**src/psg_map.vh**
```
// Register offsets, field positions, reset values and timing counts of the pulse/sync block
`ifndef PSG_MAP_VH
`define PSG_MAP_VH

// ********************************************************************
// Register offsets (byte addresses)
// ********************************************************************
`define PSG_OFS_CTRL 8'h00
`define PSG_OFS_PER_LO 8'h04
`define PSG_OFS_PER_HI 8'h08
`define PSG_OFS_WID_LO 8'h0c
`define PSG_OFS_WID_HI 8'h10
`define PSG_OFS_EDGE 8'h14
`define PSG_OFS_DUTY 8'h18
`define PSG_OFS_EWID_LO 8'h1c
`define PSG_OFS_EWID_HI 8'h20
`define PSG_OFS_STAT 8'h24

// ********************************************************************
// Control register fields
// ********************************************************************
`define PSG_CTRL_INV 0
`define PSG_CTRL_SYNC_EN 1
`define PSG_CTRL_FUNC_LSB 2
`define PSG_CTRL_FUNC_MSB 4
`define PSG_CTRL_MOD_EN 5
`define PSG_CTRL_MOD_EXT 6
`define PSG_CTRL_SWEEP_EN 7
`define PSG_CTRL_MARKER_EN 8
`define PSG_CTRL_BURST_EN 9
`define PSG_CTRL_BURST_GATED 10
`define PSG_CTRL_BURST_INF 11
`define PSG_CTRL_RESET 12'h002

// Function codes
`define PSG_FN_SINE 3'h0
`define PSG_FN_SQUARE 3'h1
`define PSG_FN_RAMP 3'h2
`define PSG_FN_PULSE 3'h3
`define PSG_FN_NOISE 3'h4
`define PSG_FN_DC 3'h5
`define PSG_FN_ARB 3'h6

// Status register fields
`define PSG_STAT_PHASE 0
`define PSG_STAT_SYNC 1
`define PSG_STAT_BUSY 2
`define PSG_STAT_EDGE_LSB 8

// ********************************************************************
// Times in ns and their cycle counts
// ********************************************************************
`define PSG_CLK_NS 64'd4
`define PSG_PER_MIN_NS 64'd200
`define PSG_PER_MAX_NS 64'd1000000000000
`define PSG_PER_DEF_NS 64'd1000000
`define PSG_WID_DEF_NS 64'd100000
`define PSG_EDGE_MIN_NS 64'd20
`define PSG_EDGE_MAX_NS 64'd100
`define PSG_EDGE_DEF_NS 64'd20
`define PSG_WMIN_A_NS 64'd40
`define PSG_WMIN_B_NS 64'd200
`define PSG_WMIN_C_NS 64'd2000
`define PSG_PER_10S_NS 64'd10000000000
`define PSG_PER_100S_NS 64'd100000000000
`define PSG_DUTY_DEF 7'h0a
`define PSG_DUTY_FULL 8'h64

// Least times round up, longest times round down
`define PSG_CYC_UP(t) (((t) + `PSG_CLK_NS - 64'd1) / `PSG_CLK_NS)
`define PSG_CYC_DN(t) ((t) / `PSG_CLK_NS)

`endif

```
**src/psg_pulse_sync.v**
```verilog
// Pulse waveform timing, parameter clamping and sync output selection
//
// Our own choices: the plain strobed port and the placing of the registers.
`include "psg_map.vh"
`default_nettype none

module psg_pulse_sync (
    input wire clk_sys_i,
    input wire rst_i,
    input wire ce_i,
    input wire [7:0] addr_i,
    input wire [31:0] wdata_i,
    input wire wr_i,
    input wire rd_i,
    output reg [31:0] rdata_o,
    input wire carrier_half_i,
    input wire square_hi_i,
    input wire mod_half_i,
    input wire sweep_start_i,
    input wire sweep_mid_i,
    input wire marker_hit_i,
    input wire burst_start_i,
    input wire burst_done_i,
    input wire cycle_end_i,
    input wire gate_i,
    input wire nv_load_i,
    input wire nv_sync_i,
    output reg main_o,
    output reg pulse_hi_o,
    output reg invert_o,
    output reg sync_o,
    output reg [7:0] edge_o,
    output reg nv_sync_o
);
    // ****************************************************************
    // Constants in cycles
    // ****************************************************************
    localparam [63:0] PER_MIN_W = `PSG_CYC_UP(`PSG_PER_MIN_NS);
    localparam [63:0] PER_MAX_W = `PSG_CYC_DN(`PSG_PER_MAX_NS);
    localparam [63:0] PER_DEF_W = `PSG_CYC_DN(`PSG_PER_DEF_NS);
    localparam [63:0] WID_DEF_W = `PSG_CYC_DN(`PSG_WID_DEF_NS);
    localparam [63:0] EDGE_MIN_W = `PSG_CYC_UP(`PSG_EDGE_MIN_NS);
    localparam [63:0] EDGE_MAX_W = `PSG_CYC_DN(`PSG_EDGE_MAX_NS);
    localparam [63:0] EDGE_DEF_W = `PSG_CYC_DN(`PSG_EDGE_DEF_NS);
    localparam [63:0] WMIN_A_W = `PSG_CYC_UP(`PSG_WMIN_A_NS);
    localparam [63:0] WMIN_B_W = `PSG_CYC_UP(`PSG_WMIN_B_NS);
    localparam [63:0] WMIN_C_W = `PSG_CYC_UP(`PSG_WMIN_C_NS);
    localparam [63:0] PER_10S_W = `PSG_CYC_DN(`PSG_PER_10S_NS);
    localparam [63:0] PER_100S_W = `PSG_CYC_DN(`PSG_PER_100S_NS);
    localparam [39:0] PER_MIN = PER_MIN_W[39:0];
    localparam [39:0] PER_MAX = PER_MAX_W[39:0];
    localparam [7:0] EDGE_MIN = EDGE_MIN_W[7:0];
    localparam [7:0] EDGE_MAX = EDGE_MAX_W[7:0];
    localparam [39:0] WMIN_A = WMIN_A_W[39:0];
    localparam [39:0] WMIN_B = WMIN_B_W[39:0];
    localparam [39:0] WMIN_C = WMIN_C_W[39:0];
    localparam [39:0] PER_10S = PER_10S_W[39:0];
    localparam [39:0] PER_100S = PER_100S_W[39:0];
    localparam [7:0] DUTY_FULL = `PSG_DUTY_FULL;
    localparam [5:0] DIV_STEPS = 6'd47;
    // ****************************************************************
    // Registers
    // ****************************************************************
    reg [11:0] ctrl_r;
    reg [39:0] per_req_r;
    reg [39:0] wid_req_r;
    reg [7:0] edge_req_r;
    reg [6:0] duty_r;
    reg [39:0] per_eff_r;
    reg [39:0] wid_eff_r;
    reg [7:0] edge_eff_r;
    reg [39:0] cnt_r;
    reg [46:0] dv_num_r;
    reg [6:0] dv_rem_r;
    reg [5:0] dv_cnt_r;
    reg dv_busy_r;
    reg gate_m_r;
    reg gate_s_r;
    reg sweep_flag_r;
    reg burst_flag_r;
    reg gate_hold_r;
    wire inv = ctrl_r[`PSG_CTRL_INV];
    wire sync_en = ctrl_r[`PSG_CTRL_SYNC_EN];
    wire [2:0] func = ctrl_r[`PSG_CTRL_FUNC_MSB:`PSG_CTRL_FUNC_LSB];
    wire mod_en = ctrl_r[`PSG_CTRL_MOD_EN];
    wire mod_ext = ctrl_r[`PSG_CTRL_MOD_EXT];
    wire sweep_en = ctrl_r[`PSG_CTRL_SWEEP_EN];
    wire marker_en = ctrl_r[`PSG_CTRL_MARKER_EN];
    wire burst_en = ctrl_r[`PSG_CTRL_BURST_EN];
    wire burst_gated = ctrl_r[`PSG_CTRL_BURST_GATED];
    wire burst_inf = ctrl_r[`PSG_CTRL_BURST_INF];
    // ****************************************************************
    // Parameter clamping
    // ****************************************************************
    reg [39:0] per_c;
    reg [7:0] edge_c;
    reg [39:0] wmin;
    reg [39:0] e16;
    reg [39:0] w_lo;
    reg [39:0] w_hi;
    reg [39:0] w_c;
    reg [42:0] w5;
    reg [39:0] e_max;
    reg [7:0] e_c;
    reg [10:0] e8;
    // Clamp period, edge and width against each other
    always @*
    begin
        per_c = per_req_r;
        if (per_req_r < PER_MIN)
            per_c = PER_MIN;
        else if (per_req_r > PER_MAX)
            per_c = PER_MAX;
        edge_c = edge_req_r;
        if (edge_req_r < EDGE_MIN)
            edge_c = EDGE_MIN;
        else if (edge_req_r > EDGE_MAX)
            edge_c = EDGE_MAX;
        if (per_c <= PER_10S)
            wmin = WMIN_A;
        else if (per_c <= PER_100S)
            wmin = WMIN_B;
        else
            wmin = WMIN_C;
        // 1.6 times edge, rounded up
        e8 = {edge_c, 3'b000} + 11'h004;
        e16 = {29'h0, e8 / 11'h005};
        w_lo = (wmin > e16) ? wmin : e16;
        w_hi = per_c - wmin - 40'h1;
        if (per_c - e16 < w_hi)
            w_hi = per_c - e16;
        w_c = wid_req_r;
        if (w_c < w_lo)
            w_c = w_lo;
        if (w_c > w_hi)
            w_c = w_hi;
        // Edge at most 5/8 of width
        w5 = {w_c, 2'b00} + {3'h0, w_c};
        e_max = w5[42:3];
        e_c = edge_c;
        if ({32'h0, edge_c} > e_max)
            e_c = e_max[7:0];
        if (e_c < EDGE_MIN)
            e_c = EDGE_MIN;
    end
    // ****************************************************************
    // Register port
    // ****************************************************************
    wire duty_wr = wr_i && (addr_i == `PSG_OFS_DUTY);
    wire [6:0] duty_in = (wdata_i[7:0] > DUTY_FULL) ? DUTY_FULL[6:0] : wdata_i[6:0];
    wire [7:0] rem_sh = {dv_rem_r, dv_num_r[46]};
    wire rem_ge = rem_sh >= DUTY_FULL;
    wire [7:0] rem_sub = rem_sh - DUTY_FULL;
    // Writes, duty-to-width division, non-volatile restore
    always @(posedge clk_sys_i)
    begin
        if (rst_i)
        begin
            ctrl_r <= `PSG_CTRL_RESET;
            per_req_r <= PER_DEF_W[39:0];
            wid_req_r <= WID_DEF_W[39:0];
            edge_req_r <= EDGE_DEF_W[7:0];
            duty_r <= `PSG_DUTY_DEF;
            dv_num_r <= 47'h0;
            dv_rem_r <= 7'h0;
            dv_cnt_r <= 6'h0;
            dv_busy_r <= 1'b0;
        end
        else if (ce_i)
        begin
            if (nv_load_i)
                ctrl_r[`PSG_CTRL_SYNC_EN] <= nv_sync_i;
            if (wr_i)
            begin
                case (addr_i)
                    `PSG_OFS_CTRL: ctrl_r <= wdata_i[11:0];
                    `PSG_OFS_PER_LO: per_req_r[31:0] <= wdata_i;
                    `PSG_OFS_PER_HI: per_req_r[39:32] <= wdata_i[7:0];
                    `PSG_OFS_WID_LO: wid_req_r[31:0] <= wdata_i;
                    `PSG_OFS_WID_HI: wid_req_r[39:32] <= wdata_i[7:0];
                    `PSG_OFS_EDGE: edge_req_r <= wdata_i[7:0];
                    `PSG_OFS_DUTY: duty_r <= duty_in;
                    default: ;
                endcase
            end
            if (duty_wr)
            begin
                // Width = period * duty / 100, restoring division
                dv_num_r <= per_c * duty_in;
                dv_rem_r <= 7'h0;
                dv_cnt_r <= DIV_STEPS;
                dv_busy_r <= 1'b1;
            end
            else if (dv_busy_r)
            begin
                dv_num_r <= {dv_num_r[45:0], rem_ge};
                dv_rem_r <= rem_ge ? rem_sub[6:0] : rem_sh[6:0];
                dv_cnt_r <= dv_cnt_r - 6'h1;
                // Last quotient bit; a zero width lands as well
                if (dv_cnt_r == 6'h1)
                begin
                    dv_busy_r <= 1'b0;
                    wid_req_r <= {dv_num_r[38:0], rem_ge};
                end
            end
        end
    end
    // Read data, valid only in the cycle after the read strobe
    always @(posedge clk_sys_i)
    begin
        if (rst_i)
            rdata_o <= 32'h0;
        else if (ce_i)
        begin
            rdata_o <= 32'h0;
            if (rd_i)
            begin
                case (addr_i)
                    `PSG_OFS_CTRL: rdata_o <= {20'h0, ctrl_r};
                    `PSG_OFS_PER_LO: rdata_o <= per_req_r[31:0];
                    `PSG_OFS_PER_HI: rdata_o <= {24'h0, per_req_r[39:32]};
                    `PSG_OFS_WID_LO: rdata_o <= wid_req_r[31:0];
                    `PSG_OFS_WID_HI: rdata_o <= {24'h0, wid_req_r[39:32]};
                    `PSG_OFS_EDGE: rdata_o <= {24'h0, edge_req_r};
                    `PSG_OFS_DUTY: rdata_o <= {25'h0, duty_r};
                    `PSG_OFS_EWID_LO: rdata_o <= wid_eff_r[31:0];
                    `PSG_OFS_EWID_HI: rdata_o <= {24'h0, wid_eff_r[39:32]};
                    `PSG_OFS_STAT: rdata_o <= {16'h0, edge_eff_r, 5'h0, dv_busy_r,
                        sync_o, pulse_hi_o};
                    default: rdata_o <= 32'h0;
                endcase
            end
        end
    end
    // ****************************************************************
    // Pulse timing
    // ****************************************************************
    wire [39:0] per_last = per_eff_r - 40'h1;
    // High phase starts only at count zero, so a wider setting never makes a runt
    wire pulse_phase = (cnt_r < wid_eff_r) && (cnt_r == 40'h0 || pulse_hi_o);
    wire pulse_half = cnt_r < {1'b0, per_eff_r[39:1]};
    // Effective settings and period counter
    always @(posedge clk_sys_i)
    begin
        if (rst_i)
        begin
            per_eff_r <= PER_DEF_W[39:0];
            wid_eff_r <= WID_DEF_W[39:0];
            edge_eff_r <= EDGE_DEF_W[7:0];
            cnt_r <= 40'h0;
            main_o <= 1'b0;
            pulse_hi_o <= 1'b0;
            invert_o <= 1'b0;
            edge_o <= EDGE_DEF_W[7:0];
            nv_sync_o <= 1'b1;
        end
        else if (ce_i)
        begin
            per_eff_r <= per_c;
            wid_eff_r <= w_c;
            edge_eff_r <= e_c;
            edge_o <= edge_eff_r;
            if (cnt_r >= per_last)
                cnt_r <= 40'h0;
            else
                cnt_r <= cnt_r + 40'h1;
            // Width counted 50% to 50%; the analog stage adds the edges
            pulse_hi_o <= pulse_phase;
            // Inversion about the offset: only the swing flips
            main_o <= pulse_phase ^ inv;
            invert_o <= inv;
            nv_sync_o <= sync_en;
        end
    end
    // ****************************************************************
    // Sync generation
    // ****************************************************************
    // Gate pin synchroniser and sweep/burst state; set wins over clear
    always @(posedge clk_sys_i)
    begin
        if (rst_i)
        begin
            gate_m_r <= 1'b0;
            gate_s_r <= 1'b0;
            sweep_flag_r <= 1'b0;
            burst_flag_r <= 1'b0;
            gate_hold_r <= 1'b0;
        end
        else if (ce_i)
        begin
            gate_m_r <= gate_i;
            gate_s_r <= gate_m_r;
            if (sweep_start_i)
                sweep_flag_r <= 1'b1;
            else if (marker_en ? marker_hit_i : sweep_mid_i)
                sweep_flag_r <= 1'b0;
            if (burst_start_i)
                burst_flag_r <= 1'b1;
            else if (burst_done_i)
                burst_flag_r <= 1'b0;
            if (gate_s_r)
                gate_hold_r <= 1'b1;
            else if (cycle_end_i)
                gate_hold_r <= 1'b0;
        end
    end
    reg sync_nxt;
    // Sync source by mode; polarity never enters here
    always @*
    begin
        sync_nxt = 1'b0;
        if (sweep_en && marker_en)
            sync_nxt = sweep_flag_r;
        else if (!sync_en)
            sync_nxt = 1'b0;
        else if (func == `PSG_FN_NOISE || func == `PSG_FN_DC)
            sync_nxt = 1'b0;
        else if (sweep_en)
            sync_nxt = sweep_flag_r;
        else if (burst_en && burst_gated)
            sync_nxt = gate_s_r | gate_hold_r;
        else if (burst_en && !burst_inf)
            sync_nxt = burst_flag_r;
        else if (mod_en)
            sync_nxt = mod_ext ? carrier_half_i : mod_half_i;
        else
        begin
            case (func)
                `PSG_FN_SQUARE: sync_nxt = square_hi_i;
                `PSG_FN_PULSE: sync_nxt = pulse_half;
                `PSG_FN_ARB: sync_nxt = carrier_half_i;
                default: sync_nxt = carrier_half_i;
            endcase
        end
    end
    // Sync pin register
    always @(posedge clk_sys_i)
    begin
        if (rst_i)
            sync_o <= 1'b0;
        else if (ce_i)
            sync_o <= sync_nxt;
    end

endmodule

`default_nettype wire

```
**config.mk**
```make
export PLATFORM = sky130hd
export DESIGN_NAME = psg_pulse_sync
export DESIGN_NICKNAME = d
export VERILOG_FILES = /design/src/psg_pulse_sync.v
export VERILOG_INCLUDE_DIRS = /design/src /design/src/src
export SDC_FILE = /design/constraint.sdc
export NUM_CORES = 2
export LEC_CHECK = 0
export BUFFER_PORTS_ARGS = -buffer_cell sky130_fd_sc_hd__clkbuf_2
export CAP_MARGIN = 10
export CELL_PAD_IN_SITES_DETAIL_PLACEMENT = 2
export CELL_PAD_IN_SITES_GLOBAL_PLACEMENT = 2
export CORE_ASPECT_RATIO = 0.75
export CORE_MARGIN = 4
export CORE_UTILIZATION = 35
export CTS_CLUSTER_DIAMETER = 60
export DETAILED_ROUTE_END_ITERATION = 12
export PLACE_DENSITY_LB_ADDON = 0.1
export REMOVE_ABC_BUFFERS = 1
export SYNTH_ARGS = -nofsm -noshare
export SYNTH_HDL_FRONTEND = slang
export SYNTH_SLANG_ARGS = --single-unit
```
**constraint.sdc**
```tcl
create_clock -name clk_sys_i -period 15 [get_ports clk_sys_i]
set_input_delay 3 -clock clk_sys_i [delete_from_list [all_inputs] [get_ports clk_sys_i]]
set_output_delay 3 -clock clk_sys_i [all_outputs]
set_load 0.02 [all_outputs]
```
==> flow_summary.json <==
{
  "maxCapViolations": 0,
  "crit_buf_inv": 11,
  "total_power_mw": 2.77,
  "p_comb_share_pct": 18.9,
  "worst_pin_slew_ps": 1290,
  "synthMuxAreaShare_pct": 4.41,
  "drv_slew": 0,
  "vdd_ir_drop_max_uv": 78.5,
  "cts_buffer_depth": 3,
  "antenna_found_initial": 0,
  "gp_congestion": 0.951,
  "yosysTopAreaCellShare_pct": 19.9,
  "clock_sinks": 346,
  "p_sw_mw": 0.853,
  "cp_slowest_stage_delay_ps": 1120,
  "netlist_instances": 4489,
  "worst_slew_margin_rel_pct": 12.0,
  "ys_warn_count": 0,
  "p_leak_nw": 19.4,
  "power_per_cell_area_nw_per_um2": 66.1,
  "hpwl_um": 137000,
  "critical_path_required_ps": 15570,
  "synth_ff_type": "dfxtp_1",
  "firstDrtPassIters": 6,
  "finalHoldViolations": 0,
  "instances_no_fill": 6191,
  "ios": 102,
  "dieHeight_um": 281,
  "wl_per_cell_um": 28.0,
  "cts.htree.levels": 2,
  "fill_cells": 11100,
  "grt_max_degree": 101,
  "ys_types": 91,
  "start_kind": "register",
  "netlist.top_cell.by_area": "dfxtp_1",
  "path_max_fanout": 12,
  "clk-insertion-delay-late_ps": 640,
  "initial_utilization_pct": 35.5,
  "ys_ff_latch": 346,
  "status": "complete, no violations",
  "multi_input_area_sq_um": 26100,
  "synth_edf_count": 0,
  "num_antenna_cells": 0,
  "critPathCaptureType": "register",
  "min_period_ps": 14850,
  "crit_slowest_cell": "a2111oi_0",
  "p_sw_share_pct": 30.8,
  "cts_buffers": 47,
  "dieWidth_um": 372,
  "synth_area_per_cell_sq_um": 7.75,
  "final_nets": 5439,
  "grt-ovfl-total": 0,
  "seq_power_share_pct": 33.8,
  "clock_power_share_pct": 47.4,
  "fmax_ghz": 0.0674,
  "cpMostUsedCell": "buf_4",
  "drt-total-wl_um": 174000,
  "internal-power_mw": 1.92,
  "num_vias": 36300,
  "synth_top_family_by_area": "adder cells",
  "globalRouteTotalUtil_pct": 32.4,
  "synth_area_sq_um": 34800,
  "drive_above_1_share_pct": 17.0,
  "hold_path_class": "reg2reg",
  "grt_pass1_vias": 37500,
  "dp_cells": 6083,
  "cts_hold_buf": 0,
  "synth_compound_area_share_pct": 17.6,
  "ant_nets": 0,
  "io_buffers": 101,
  "finalSetupViolations": 0,
  "cts.clk_slew.worst_paths_ps": 70,
  "drc_errors": 0,
  "path_delay_family": "compound AO/OA/AOI/OAI gates",
  "cts_root_buf": "clkbuf_16",
  "cts_tree": "done",
  "grt_pass1_wl_um": 255000,
  "viasPerCell": 5.86,
  "async_flop_share_pct": 0,
  "fin_crit_sh_pct": 99.0,
  "synth_xor_area_share_pct": 5.54,
  "ys_seq_area_share_pct": 19.9,
  "skew_ps": 31.3,
  "core-area_sq_um": 97900,
  "syn_to_final_growth_pct": 20.6,
  "die_area_sq_um": 105000,
  "synthAdderAreaFrac_pct": 23.7,
  "rows": 99,
  "path_class": "reg2reg",
  "crit_arrival_ps": 15410,
  "synth_simple_gate_area_share_pct": 21.6,
  "drt_iter0_markers": 3353,
  "synth.area.top_cells": "dfxtp_1 (20%), ha_1 (13%), fa_1 (11%), nand2_1 (6.4%), nor2_1 (5.0%)",
  "seq_area_sq_um": 6940
}
worst paths after layout:
kind | startpoint | end | slack, ps | depth (start not counted)
max | per_req_r[1]$_SDFFE_PP0P_ | edge_eff_r[1]$_SDFFE_PP0P_ | 150 | 70
min | dv_num_r[42]$_SDFFE_PP0P_ | dv_num_r[43]$_SDFFE_PP0P_ | 470 | 2
max reg2reg | per_req_r[1]$_SDFFE_PP0P_ | edge_eff_r[1]$_SDFFE_PP0P_ | 150 | 70
min reg2reg | dv_num_r[42]$_SDFFE_PP0P_ | dv_num_r[43]$_SDFFE_PP0P_ | 470 | 2
layout by cell type (no fill, tap or decap), drive strengths merged, types with 31 or more instances in the layout:
cell / instances
xor2: 73
nand2: 589
nor3: 82
nor2: 460
o22ai: 42
a211oi: 35
a21o: 96
mux2: 31
xnor2: 147
clkbuf: 157
nand3: 90
ha: 351
nor2b: 48
nand4: 62
and2: 31
a222oi: 52
inv: 382
o21ai: 199
nor4: 58
fa: 192
a21oi: 272
and3: 44
a22oi: 38
nand2b: 71
mux2i: 118
buf: 468
dfxtp: 346
sequential cells by signal, summed over array words and instances (netlist names), 6 cells and up:
signal / flops
dv_num_r: 47
cnt_r: 40
per_eff_r: 40
per_req_r: 40
wid_eff_r: 40
wid_req_r: 40
rdata_o: 32
ctrl_r: 12
edge_eff_r: 8
edge_o: 8
edge_req_r: 8
duty_r: 7
dv_rem_r: 7
dv_cnt_r: 6
cell type report:
| type | instances | share of cell area [%] |
|---|---|---|
| Inverter | 374 | 3.35 |
| Multi-Input combinational cell | 3501 | 62.2 |
| Tap cell | 1313 | 3.92 |
| Sequential cell | 346 | 16.6 |
| Clock buffer | 56 | 3.03 |
| Timing Repair Buffer | 569 | 9.84 |
| Clock inverter | 32 | 1.16 |
power by group through the flow:
stage	Combinational, mW	Clock [mW]	Sequential, mW
floorplan	0.285	0	0.952
global placement	0.480	0	0.956
detailed placement	0.495	0	0.957
CTS	0.501	1.33	0.936
global route	0.575	1.38	0.936
finish	0.523	1.31	0.936
what timing repair did:
action / 4_1_cts / 5_1_grt
pin swaps: 1 / 38
gates resized for setup: 17 / 117
buffers inserted: 1 / 18
gates cloned: 0 / 1
endpoints found under the setup margin: 8 / 8
tightest hold or removal path: stages (launching register included):
cell     delay [ps]
dfxtp_1         310
nand2_1          60
a21oi_1          50
routing by layer:
metal / share of wire, % / track usage, % / up-vias / routed length (um)
li1: - / - / 16200 / -
met1: 49 / 48.7 / 18700 / 84500
met2: 42 / 48.8 / 1277 / 73100
met3: 7.6 / 5.71 / 146 / 13200
met4: 1.6 / 5.44 / 0 / 2790
met5: 0 / 0 / - / 0
per-stage QoR:
step | utilization [%] | hold WS, ps | setup TNS (ps) | cell area (sq um) | setup slack, ps
after global routing | 42.9 | 503 | -1090 | 41900 | -249
after detailed placement | 40.3 | 460 | -2810 | 39400 | -494
after global placement | 40.3 | 447 | 0 | 39400 | 254
after floorplan | - | 425 | -14310 | 33700 | -2050
after CTS | 42.1 | 469 | 0 | 41200 | 24.4
final | 42.9 | 470 | 0 | 41900 | 154
cell families (layout without fill, tap and decap cells):
kind of cell | count (synthesis) | in the layout
AOI/OAI and AO/OA | 935 | 935
buffers and inverters | 664 | 1031
and+or+nand+nor | 1630 | 1630
muxes | 149 | 149
DFF | 346 | 346
other | 2 | 24
xor gates and xnor gates | 220 | 220
adders and majority gates | 543 | 543
synthesized netlist by cell type (96+ instances only):
cell and count:
a21oi_1 271, dfxtp_1 346, mux2i_1 118, a21o_1 96, xnor2_1 147, nor2_1 460, o21ai_0 197, inv_1 374
fa_1 192, clkbuf_1 266, nand2_1 589, ha_1 351
(Power assumes the default switching activity.)
